### config.mk
export PLATFORM = sky130hd
export DESIGN_NAME = fsg_guard
export DESIGN_NICKNAME = d
export VERILOG_FILES = /design/src/common/fsg_pkg.sv /design/src/hw/fsg_guard.sv
export SDC_FILE = /design/constraint.sdc
export NUM_CORES = 1
export LEC_CHECK = 0
export BUFFER_PORTS_ARGS = -buffer_cell sky130_fd_sc_hd__buf_4
export CORE_ASPECT_RATIO = 1.5
export CORE_MARGIN = 5
export CORE_UTILIZATION = 55
export DETAILED_ROUTE_END_ITERATION = 7
export PLACE_DENSITY = 0.85
export SLEW_MARGIN = 40
export SYNTH_ARGS = -nofsm -noshare
export SYNTH_HDL_FRONTEND = slang
export SYNTH_SLANG_ARGS = --single-unit
### constraint.sdc
create_clock -name sys_clk -period 4.6 [get_ports sys_clk]
set_input_delay 0.46 -clock sys_clk [delete_from_list [all_inputs] [get_ports sys_clk]]
set_output_delay 0.46 -clock sys_clk [all_outputs]
set_load 0.05 [all_outputs]
### src/common/fsg_pkg.sv
// Constants and types shared by the flash section guard.
package fsg_pkg;
    localparam int ADDR_W = 15;
    localparam logic [2:0] ADR_CTRL = 3'h0;
    localparam logic [2:0] ADR_LOCK = 3'h1;
    localparam logic [2:0] ADR_STAT = 3'h2;
    localparam logic [14:0] HALT_BASE = 15'h3000;
    localparam logic [14:0] BOOT_BASE_3 = 15'h3E00;
    localparam logic [14:0] BOOT_BASE_2 = 15'h3C00;
    localparam logic [14:0] BOOT_BASE_1 = 15'h3800;
    localparam logic [14:0] BOOT_BASE_0 = 15'h3000;
    localparam logic [7:0] CMD_MASK = 8'h7F;
    localparam logic [7:0] CMD_ERASE = 8'h03;
    localparam logic [7:0] CMD_WRITE = 8'h05;
    localparam logic [7:0] CMD_LOCK = 8'h09;
    localparam logic [7:0] CMD_REEN = 8'h11;
    localparam logic [7:0] CTRL_RST = 8'h00;
    localparam logic [3:0] LOCK_RST = 4'hF;
    localparam logic [2:0] ARM_CYCLES = 3'h4;
    localparam int PROG_TIME_NS = 4000;
    localparam int CLK_PERIOD_NS = 20;
    localparam logic [15:0] PROG_CYCLES = 16'(PROG_TIME_NS / CLK_PERIOD_NS);
    localparam logic [15:0] CNT_RST = 16'h0000;
    typedef enum logic [2:0]
    {
        ST_IDLE = 3'h1,
        ST_PROG = 3'h2,
        ST_DONE = 3'h4
    } fsg_state_t;
    typedef struct packed
    {
        fsg_state_t st;
        logic [7:0] cmd;
        logic [2:0] arm;
        logic [3:0] lock;
        logic [15:0] cnt;
        logic halt;
        logic busy;
        logic [7:0] rdata;
    } fsg_regs_t;
endpackage : fsg_pkg

### src/hw/fsg_guard.sv
// Flash section guard: lock bits, read-while-write control and stall logic.
//
// Added by the designer: the placing of the registers and the strobed register port.
module fsg_guard
(
    input wire logic sys_clk,
    input wire logic rst,
    input wire logic [2:0] reg_addr,
    input wire logic [7:0] reg_wdata,
    input wire logic reg_wr,
    input wire logic reg_rd,
    output logic [7:0] reg_rdata,
    input wire logic [1:0] boot_size_fuses,
    input wire logic chip_erase,
    input wire logic [1:0] general_lock_mode,
    input wire logic vectors_in_boot,
    input wire logic [fsg_pkg::ADDR_W-1:0] exec_addr,
    input wire logic store_program_memory_op,
    input wire logic load_program_memory_op,
    input wire logic [fsg_pkg::ADDR_W-1:0] target_addr,
    output logic load_allowed,
    output logic prog_start,
    output logic cpu_stall,
    output logic concurrent_readable,
    output logic irq_disable,
    output logic concurrent_section_busy
);
    import fsg_pkg::*;

    fsg_regs_t r_reg;
    fsg_regs_t r_next;

    // Boot section start for a given fuse setting; even the largest size starts no lower than HALT_BASE.
    function automatic logic [ADDR_W-1:0] boot_base(input logic [1:0] sz);
        case (sz)
            2'h3: boot_base = BOOT_BASE_3;
            2'h2: boot_base = BOOT_BASE_2;
            2'h1: boot_base = BOOT_BASE_1;
            default: boot_base = BOOT_BASE_0;
        endcase
    endfunction : boot_base

    // A lock pair is {hi, lo} with 1 unprogrammed; a programmed low bit blocks stores.
    function automatic logic pair_wr_blk(input logic [1:0] pair);
        pair_wr_blk = ~pair[0];
    endfunction : pair_wr_blk

    // A programmed high bit blocks loads coming from the other section.
    function automatic logic pair_rd_blk(input logic [1:0] pair);
        pair_rd_blk = ~pair[1];
    endfunction : pair_rd_blk

    // Only the low seven bits select a command, so the top bit is ignored.
    function automatic logic cmd_is(input logic [7:0] cmd, input logic [7:0] code);
        cmd_is = (cmd & CMD_MASK) == code;
    endfunction : cmd_is

    logic exec_boot;
    logic tgt_boot;
    logic tgt_halt;
    logic app_wr_blk;
    logic app_rd_blk;
    logic boot_wr_blk;
    logic boot_rd_blk;
    logic wr_ok;
    logic cmd_prog;

    always_comb
    begin
        exec_boot = exec_addr >= boot_base(boot_size_fuses);
        tgt_boot = target_addr >= boot_base(boot_size_fuses);
        tgt_halt = target_addr >= HALT_BASE;
        // Lock bits: 1 is unprogrammed; general lock mode is deliberately not consulted.
        app_wr_blk = pair_wr_blk(r_reg.lock[3:2]);
        app_rd_blk = pair_rd_blk(r_reg.lock[3:2]);
        boot_wr_blk = pair_wr_blk(r_reg.lock[1:0]);
        boot_rd_blk = pair_rd_blk(r_reg.lock[1:0]);
        wr_ok = exec_boot & (tgt_boot ? ~boot_wr_blk : ~app_wr_blk);
        cmd_prog = cmd_is(r_reg.cmd, CMD_ERASE) | cmd_is(r_reg.cmd, CMD_WRITE);
    end

    always_comb
    begin
        r_next = r_reg;
        r_next.rdata = 8'h00;
        if (r_reg.arm != 3'h0)
        begin
            r_next.arm = r_reg.arm - 3'h1;
        end
        if (reg_rd)
        begin
            case (reg_addr)
                ADR_CTRL: r_next.rdata = r_reg.cmd;
                ADR_LOCK: r_next.rdata = {4'h0, r_reg.lock};
                ADR_STAT: r_next.rdata = {5'h00, r_reg.halt, r_reg.st == ST_PROG, r_reg.busy};
                default: r_next.rdata = 8'h00;
            endcase
        end
        if (reg_wr && reg_addr == ADR_CTRL && r_reg.st == ST_IDLE)
        begin
            r_next.cmd = reg_wdata;
            r_next.arm = ARM_CYCLES;
            if ((reg_wdata & CMD_MASK) == CMD_REEN && !r_reg.halt)
            begin
                r_next.busy = 1'b0;
                r_next.arm = 3'h0;
            end
        end
        case (r_reg.st)
            ST_IDLE:
            begin
                if (store_program_memory_op && r_reg.arm != 3'h0 && exec_boot)
                begin
                    r_next.arm = 3'h0;
                    if ((r_reg.cmd & CMD_MASK) == CMD_LOCK)
                    begin
                        r_next.lock = r_reg.lock & reg_wdata[3:0];
                    end
                    else if (cmd_prog && wr_ok)
                    begin
                        r_next.st = ST_PROG;
                        r_next.cnt = PROG_CYCLES;
                        r_next.halt = tgt_halt;
                        r_next.busy = 1'b1;
                    end
                end
            end
            ST_PROG:
            begin
                r_next.cnt = r_reg.cnt - 16'h0001;
                if (r_reg.cnt == 16'h0001)
                begin
                    r_next.st = ST_DONE;
                end
            end
            ST_DONE:
            begin
                r_next.st = ST_IDLE;
                r_next.halt = 1'b0;
                r_next.cmd = CTRL_RST;
            end
            default: r_next.st = ST_IDLE;
        endcase
        if (chip_erase)
        begin
            r_next.lock = LOCK_RST;
        end
    end

    always_ff @(posedge sys_clk)
    begin
        if (rst)
        begin
            r_reg <= '{st: ST_IDLE, cmd: CTRL_RST, arm: 3'h0, lock: LOCK_RST, cnt: CNT_RST,
                       halt: 1'b0, busy: 1'b0, rdata: 8'h00};
        end
        else
        begin
            r_reg <= r_next;
        end
    end

    logic prog_go;
    assign prog_go = r_reg.st == ST_IDLE && r_next.st == ST_PROG;
    assign prog_start = prog_go;
    assign reg_rdata = r_reg.rdata;
    assign cpu_stall = r_reg.halt;
    assign concurrent_section_busy = r_reg.busy;
    assign concurrent_readable = ~r_reg.busy;
    // Loads cross-section reads only; same-section reads are never blocked.
    assign load_allowed = load_program_memory_op &
        (exec_boot ? (tgt_boot | ~app_rd_blk) : (~tgt_boot | ~boot_rd_blk));
    assign irq_disable = exec_boot ? (~vectors_in_boot & ~r_reg.lock[1])
                                   : (vectors_in_boot & ~r_reg.lock[3]);

    logic unused_gl;
    assign unused_gl = ^general_lock_mode;
endmodule : fsg_guard

==> flow_metrics.env, run 1 <==
export IMPL_postSynthAreaPerCell_um2=9.04
export IMPL_wirelength_met1_mm=1.93
export IMPL_synth_top_area_cell="dfxtp_1"
export IMPL_syn_nets=320
export IMPL_area_sequential_um2=881
export IMPL_ys_seq_area_frac=0.379
export IMPL_synth_common_cells="44 x dfxtp_1, 20 x nor3_1, 18 x nor2_1, 14 x nand2_1, 13 x inv_1"
export IMPL_port_buffers=64
export IMPL_drc_errors=0
export IMPL_postCtsSetupBuffers=0
export IMPL_layout_drive_gt1_share=0.264
export IMPL_highest_layer="met4"
export IMPL_wl_met3_um=354
export IMPL_hold_buffers=0
export IMPL_grt_pass1_wl_mm=8.78
export IMPL_rsz0062_at_grt="no"
export IMPL_row_count=29
export IMPL_finalSetupViolCount=0
export IMPL_place_inst=351
export IMPL_worstMarginPinSlew_ps=771
export IMPL_finalClockSkew_ps=9.61
export IMPL_regToRegSetupSlack_ps=2430
export IMPL_yosys_top_cells_area="dfxtp_1 38%, ha_1 5.4%, mux2i_1 5.2%"
export IMPL_cts_buffers_inserted=5
export IMPL_gp_congestion=0.812
export IMPL_slowest_delay_ps=420
export IMPL_ys_warn_count=0
export IMPL_cts_tree="built"
export IMPL_netlist_area_mm2=0.00232
export IMPL_cp_required_ps=4140
export IMPL_synth_edf_count=0
export IMPL_clock_path_buffers=2
export IMPL_fillCellCount=328
export IMPL_cp_arrival_ps=2360
export IMPL_grt_max_degree=27
export IMPL_drtIter0Drc=59
export IMPL_fp_dieArea_mm2=0.00565
export IMPL_grt_use_total=0.195
export IMPL_ant_nets=0
export IMPL_startpoint_type="input pin"
export IMPL_yosysTopAreaCellShare=0.379
export IMPL_fp_coreArea_mm2=0.00417
export IMPL_yosys_cell_types_count=50
export IMPL_synth_ff_type="dfxtp_1"
export IMPL_drv_cap=0
export IMPL_hold_violations=0
export IMPL_met2_length_mm=2.69
export IMPL_io_pins=67
export IMPL_largest_reg_flops=34
export IMPL_p_leak_nw=1.28
export IMPL_period_minus_slack_ps=2820
export IMPL_status="finished, final reports clean"
export IMPL_clk_pin_slew_ps=90
export IMPL_root_buffer="clkbuf_8"
export IMPL_critical_path_buf_inv_count=2
export IMPL_cp_cell_sequence="buf_4 -> nor2_1 -> ha_1 -> and4b_1 -> a41o_1 -> nor2_1 -> o31ai_1 -> a21oi_1 -> buf_4"
export IMPL_grt_pass1_vias=2086
export IMPL_clock_sinks=44
export IMPL_vias=2060
export IMPL_htreeDepth=2
export IMPL_critPathKind="input pin to output port"
export IMPL_critical_path_top_delay_family="simple AND/OR/NAND/NOR gates"
export IMPL_ys_async_sr_fraction=0
export IMPL_syn2layout_area_growth_pct=24.2
export IMPL_diodes=0
export IMPL_wl_per_cell_um=14.4
export IMPL_die_h_um=89.6
export IMPL_endpoint_kind="output port"
export IMPL_irDropWorstVdd_uv=320
export IMPL_antenna_found_initial=0
export IMPL_die_x_um=63.1
export IMPL_multi_input_area_mm2=0.00130
export IMPL_hpwl_mm=4.14
export IMPL_final_cells=360
export IMPL_max_slew_margin=0.485
export IMPL_hp_class="input pin to register"
export IMPL_max_freq_ghz=0.354
export IMPL_critPathSlowestCell="nor2_1"
export IMPL_nets=376
export IMPL_start_util=0.557
export IMPL_avgViaCountPerCell=5.72
export IMPL_synth_cells=257
export IMPL_setup_tns_ps=0
export IMPL_p_per_area_mw_per_mm2=302
export IMPL_final_max_slew_violation_count=0
export IMPL_yosys_cell_count_top_type="dfxtp_1"
export IMPL_clock_latency_ps=310
export IMPL_firstDrtPassIters=4
export IMPL_ys_seq_elements=44
export IMPL_grt_overflow_total=0
export IMPL_wirelength_mm=5.20
export IMPL_period_share=0.613
export IMPL_worstPathMaxFanout=6
export IMPL_cts_resized=0
per-layer routing:
layer,track usage,up-vias
met3,0.0635,20
met4,0.127,0
li1,-,1028
met1,0.189,951
met2,0.356,61
met5,0,-
report_power, final:
part / total [mW] / switching, mW / internal, mW
Combinational: 0.169 / 0.0838 / 0.0848
Clock: 0.302 / 0.138 / 0.164
Sequential: 0.401 / 0.00632 / 0.395
cell type report:
cell class / instances / share of cell area
well taps: 46 / 0.0199
flip-flops and latches: 44 / 0.305
clock buffers: 5 / 0.0238
repair buffers: 65 / 0.169
multi-input cells: 184 / 0.449
clock inverters: 3 / 0.0160
inverters: 13 / 0.0169
per-stage QoR:
step	utilization	setup WS, ps	total power [mW]	cell area [um2]	hold slack [ps]
detailed placement	0.662	1740	0.580	2760	454
CTS	0.690	1770	0.885	2880	362
global placement	0.662	1800	0.571	2760	449
floorplan	-	1470	0.521	2320	430
global route	0.692	1600	0.923	2890	381
finish	0.692	1780	0.872	2890	379
cells in the final DEF, fill, tap and decap left out, types with 4 or more instances in the layout:
| cell type | Yosys | layout |
|---|---|---|
| clkbuf_8 | 0 | 5 |
| nor3_1 | 20 | 20 |
| o21ai_0 | 5 | 5 |
| xnor2_1 | 8 | 8 |
| nand4_1 | 6 | 6 |
| or3_1 | 4 | 4 |
| buf_4 | 8 | 64 |
| a21oi_1 | 10 | 10 |
| nor3b_1 | 4 | 4 |
| dfxtp_1 | 44 | 44 |
| and2_1 | 10 | 10 |
| nand3_1 | 5 | 5 |
| nor4_1 | 6 | 6 |
| nor2_1 | 18 | 18 |
| inv_1 | 13 | 13 |
| mux2i_1 | 12 | 12 |
| ha_1 | 10 | 10 |
| nand2_1 | 14 | 14 |
| nor4b_1 | 4 | 4 |
| xor2_1 | 7 | 7 |
path summary, 6_finish.rpt:
check                startpoint      endpoint  depth (start not counted)
max reg2reg           r_reg[41]     r_reg[11]                          5
min reg2reg           r_reg[40]     r_reg[40]                          2
max          boot_size_fuses[0]  load_allowed                          9
min                 reg_addr[1]  reg_rdata[3]                          2
logic make-up after synthesis:
logic type      after synthesis  synth area share
compound gates               39             0.126
xor+xnor                     15            0.0565
fa+ha+maj                    10            0.0539
buf+inv                      29            0.0630
flops                        44             0.379
mux                          12            0.0517
simple gates                108             0.270
(Power assumes the default switching activity.)
==> run 2, diff against run 1 <==
Settings changed: CORE_UTILIZATION 55 to 52, PLACE_DENSITY 0.85 to 0.81.
Clock period 4.6 ns to 2.9 ns, I/O delays scaled along.
==> flow_metrics.env, run 2 (synthesized netlist as in run 1, its figures left out) <==
export IMPL_diodes=0
export IMPL_io_pins=67
export IMPL_grt_max_degree=27
export IMPL_total_power_mw=1.38
export IMPL_layout_drive_gt1_share=0.267
export IMPL_drc_errors=0
export IMPL_firstDrtPassIters=4
export IMPL_slowest_delay_ps=400
export IMPL_final_common_cell="buf_4"
export IMPL_start_util=0.543
export IMPL_drv_cap=0
export IMPL_fillCellCount=370
export IMPL_row_count=29
export IMPL_layout_common_cells="66 x buf_4, 44 x dfxtp_1, 20 x nor3_1"
export IMPL_hpwl_mm=4.31
export IMPL_hp_class="input pin to register"
export IMPL_grt_overflow_total=0
export IMPL_max_freq_ghz=0.402
export IMPL_rsz0062_at_grt="no"
export IMPL_clock_latency_ps=290
export IMPL_finalClockSkew_ps=7.65
export IMPL_drtIter0Drc=98
export IMPL_antenna_found_initial=0
export IMPL_startpoint_type="input pin"
export IMPL_port_buffers=64
export IMPL_clock_path_buffers=2
export IMPL_wl_per_cell_um=14.9
export IMPL_cts_tree="built"
export IMPL_largest_reg_flops=34
export IMPL_cp_arrival_ps=2200
export IMPL_fp_dieArea_mm2=0.00593
export IMPL_p_per_area_mw_per_mm2=477
export IMPL_critPathMostFrequentCell="buf_4"
export IMPL_ant_nets=0
export IMPL_syn2layout_area_growth_pct=24.6
export IMPL_final_max_slew_violation_count=0
export IMPL_critPathSlowestCell="nor2_1"
export IMPL_die_x_um=64.6
export IMPL_area_sequential_um2=881
export IMPL_vias=2047
export IMPL_final_cells=361
export IMPL_grt_pass1_wl_mm=8.80
export IMPL_multi_input_area_mm2=0.00130
export IMPL_clk_pin_slew_ps=90
export IMPL_cts_buffers_inserted=5
export IMPL_place_inst=353
export IMPL_fp_coreArea_mm2=0.00428
export IMPL_cp_cell_sequence="buf_4 -> and2_1 -> ha_1 -> and4b_1 -> a41o_1 -> nor2_1 -> o31ai_1 -> a21oi_1 -> buf_4"
export IMPL_worstPathMaxFanout=6
export IMPL_finalSetupViolCount=0
export IMPL_setup_tns_ps=0
export IMPL_period_share=0.857
export IMPL_avgViaCountPerCell=5.67
export IMPL_status="finished, final reports clean"
export IMPL_grt_use_total=0.184
export IMPL_cts_resized=0
export IMPL_nets=377
export IMPL_p_leak_nw=1.29
export IMPL_cp_required_ps=2610
export IMPL_hold_buffers=0
export IMPL_die_h_um=91.9
export IMPL_htreeDepth=2
export IMPL_hold_violations=0
export IMPL_irDropWorstVdd_uv=368
export IMPL_period_minus_slack_ps=2490
export IMPL_grt_pass1_vias=1963
export IMPL_final_util=0.676
export IMPL_postCtsSetupBuffers=0
export IMPL_max_slew_margin=0.667
export IMPL_clock_sinks=44
export IMPL_worstMarginPinSlew_ps=492
export IMPL_critPathKind="input pin to output port"
export IMPL_wirelength_mm=5.36
export IMPL_endpoint_kind="output port"
export IMPL_root_buffer="clkbuf_8"
export IMPL_gp_congestion=0.811
[run 2: power by group]
| group | total, mW | internal, mW | leakage, nW | switching (mW) |
|---|---|---|---|---|
| Combinational | 0.267 | 0.135 | 0.875 | 0.132 |
| Clock | 0.477 | 0.260 | 0.0548 | 0.217 |
| Sequential | 0.637 | 0.626 | 0.355 | 0.0105 |
[run 2: final timing paths]
path | depth (start not counted) | to | startpoint | slack [ps]
setup reg to reg | 4 | r_reg[41] | r_reg[41] | 930
setup / recovery | 9 | load_allowed | boot_size_fuses[1] | 410
hold reg to reg | 2 | r_reg[40] | r_reg[40] | 460
hold / removal | 2 | reg_rdata[3] | reg_addr[1] | 220
[run 2: cell type report]
cell class | instances | area share
clock buffer | 5 | 0.0238
clock inverter | 3 | 0.0160
timing repair buffer | 66 | 0.171
multi-input combinational | 184 | 0.448
sequential | 44 | 0.304
inverter | 13 | 0.0169
tap | 46 | 0.0199
[run 2: worst max-delay path: cells and delay by family]
family | cells | cell delay [ps]
and+or+nand+nor | 3 | 770
AOI/OAI and AO/OA | 3 | 530
buffers and inverters | 2 | 340
adders and majority gates | 1 | 270
[run 2: per-stage QoR]
| stage | hold WS (ps) | area (um2) | worst slack (ps) |
|---|---|---|---|
| after floorplan | 411 | 2320 | 107 |
| after global placement | 448 | 2780 | 442 |
| after detailed placement | 457 | 2780 | 407 |
| after CTS | 212 | 2890 | 407 |
| after global routing | 221 | 2890 | 219 |
| final | 222 | 2890 | 415 |
[run 2: metal layers]
layer | GRT usage | vias to the layer above | wire length (um)
li1 | - | 1034 | -
met1 | 0.206 | 947 | 2150
met2 | 0.342 | 58 | 2860
met3 | 0.0355 | 8 | 266
met4 | 0.0635 | 0 | 80
met5 | 0 | - | 0
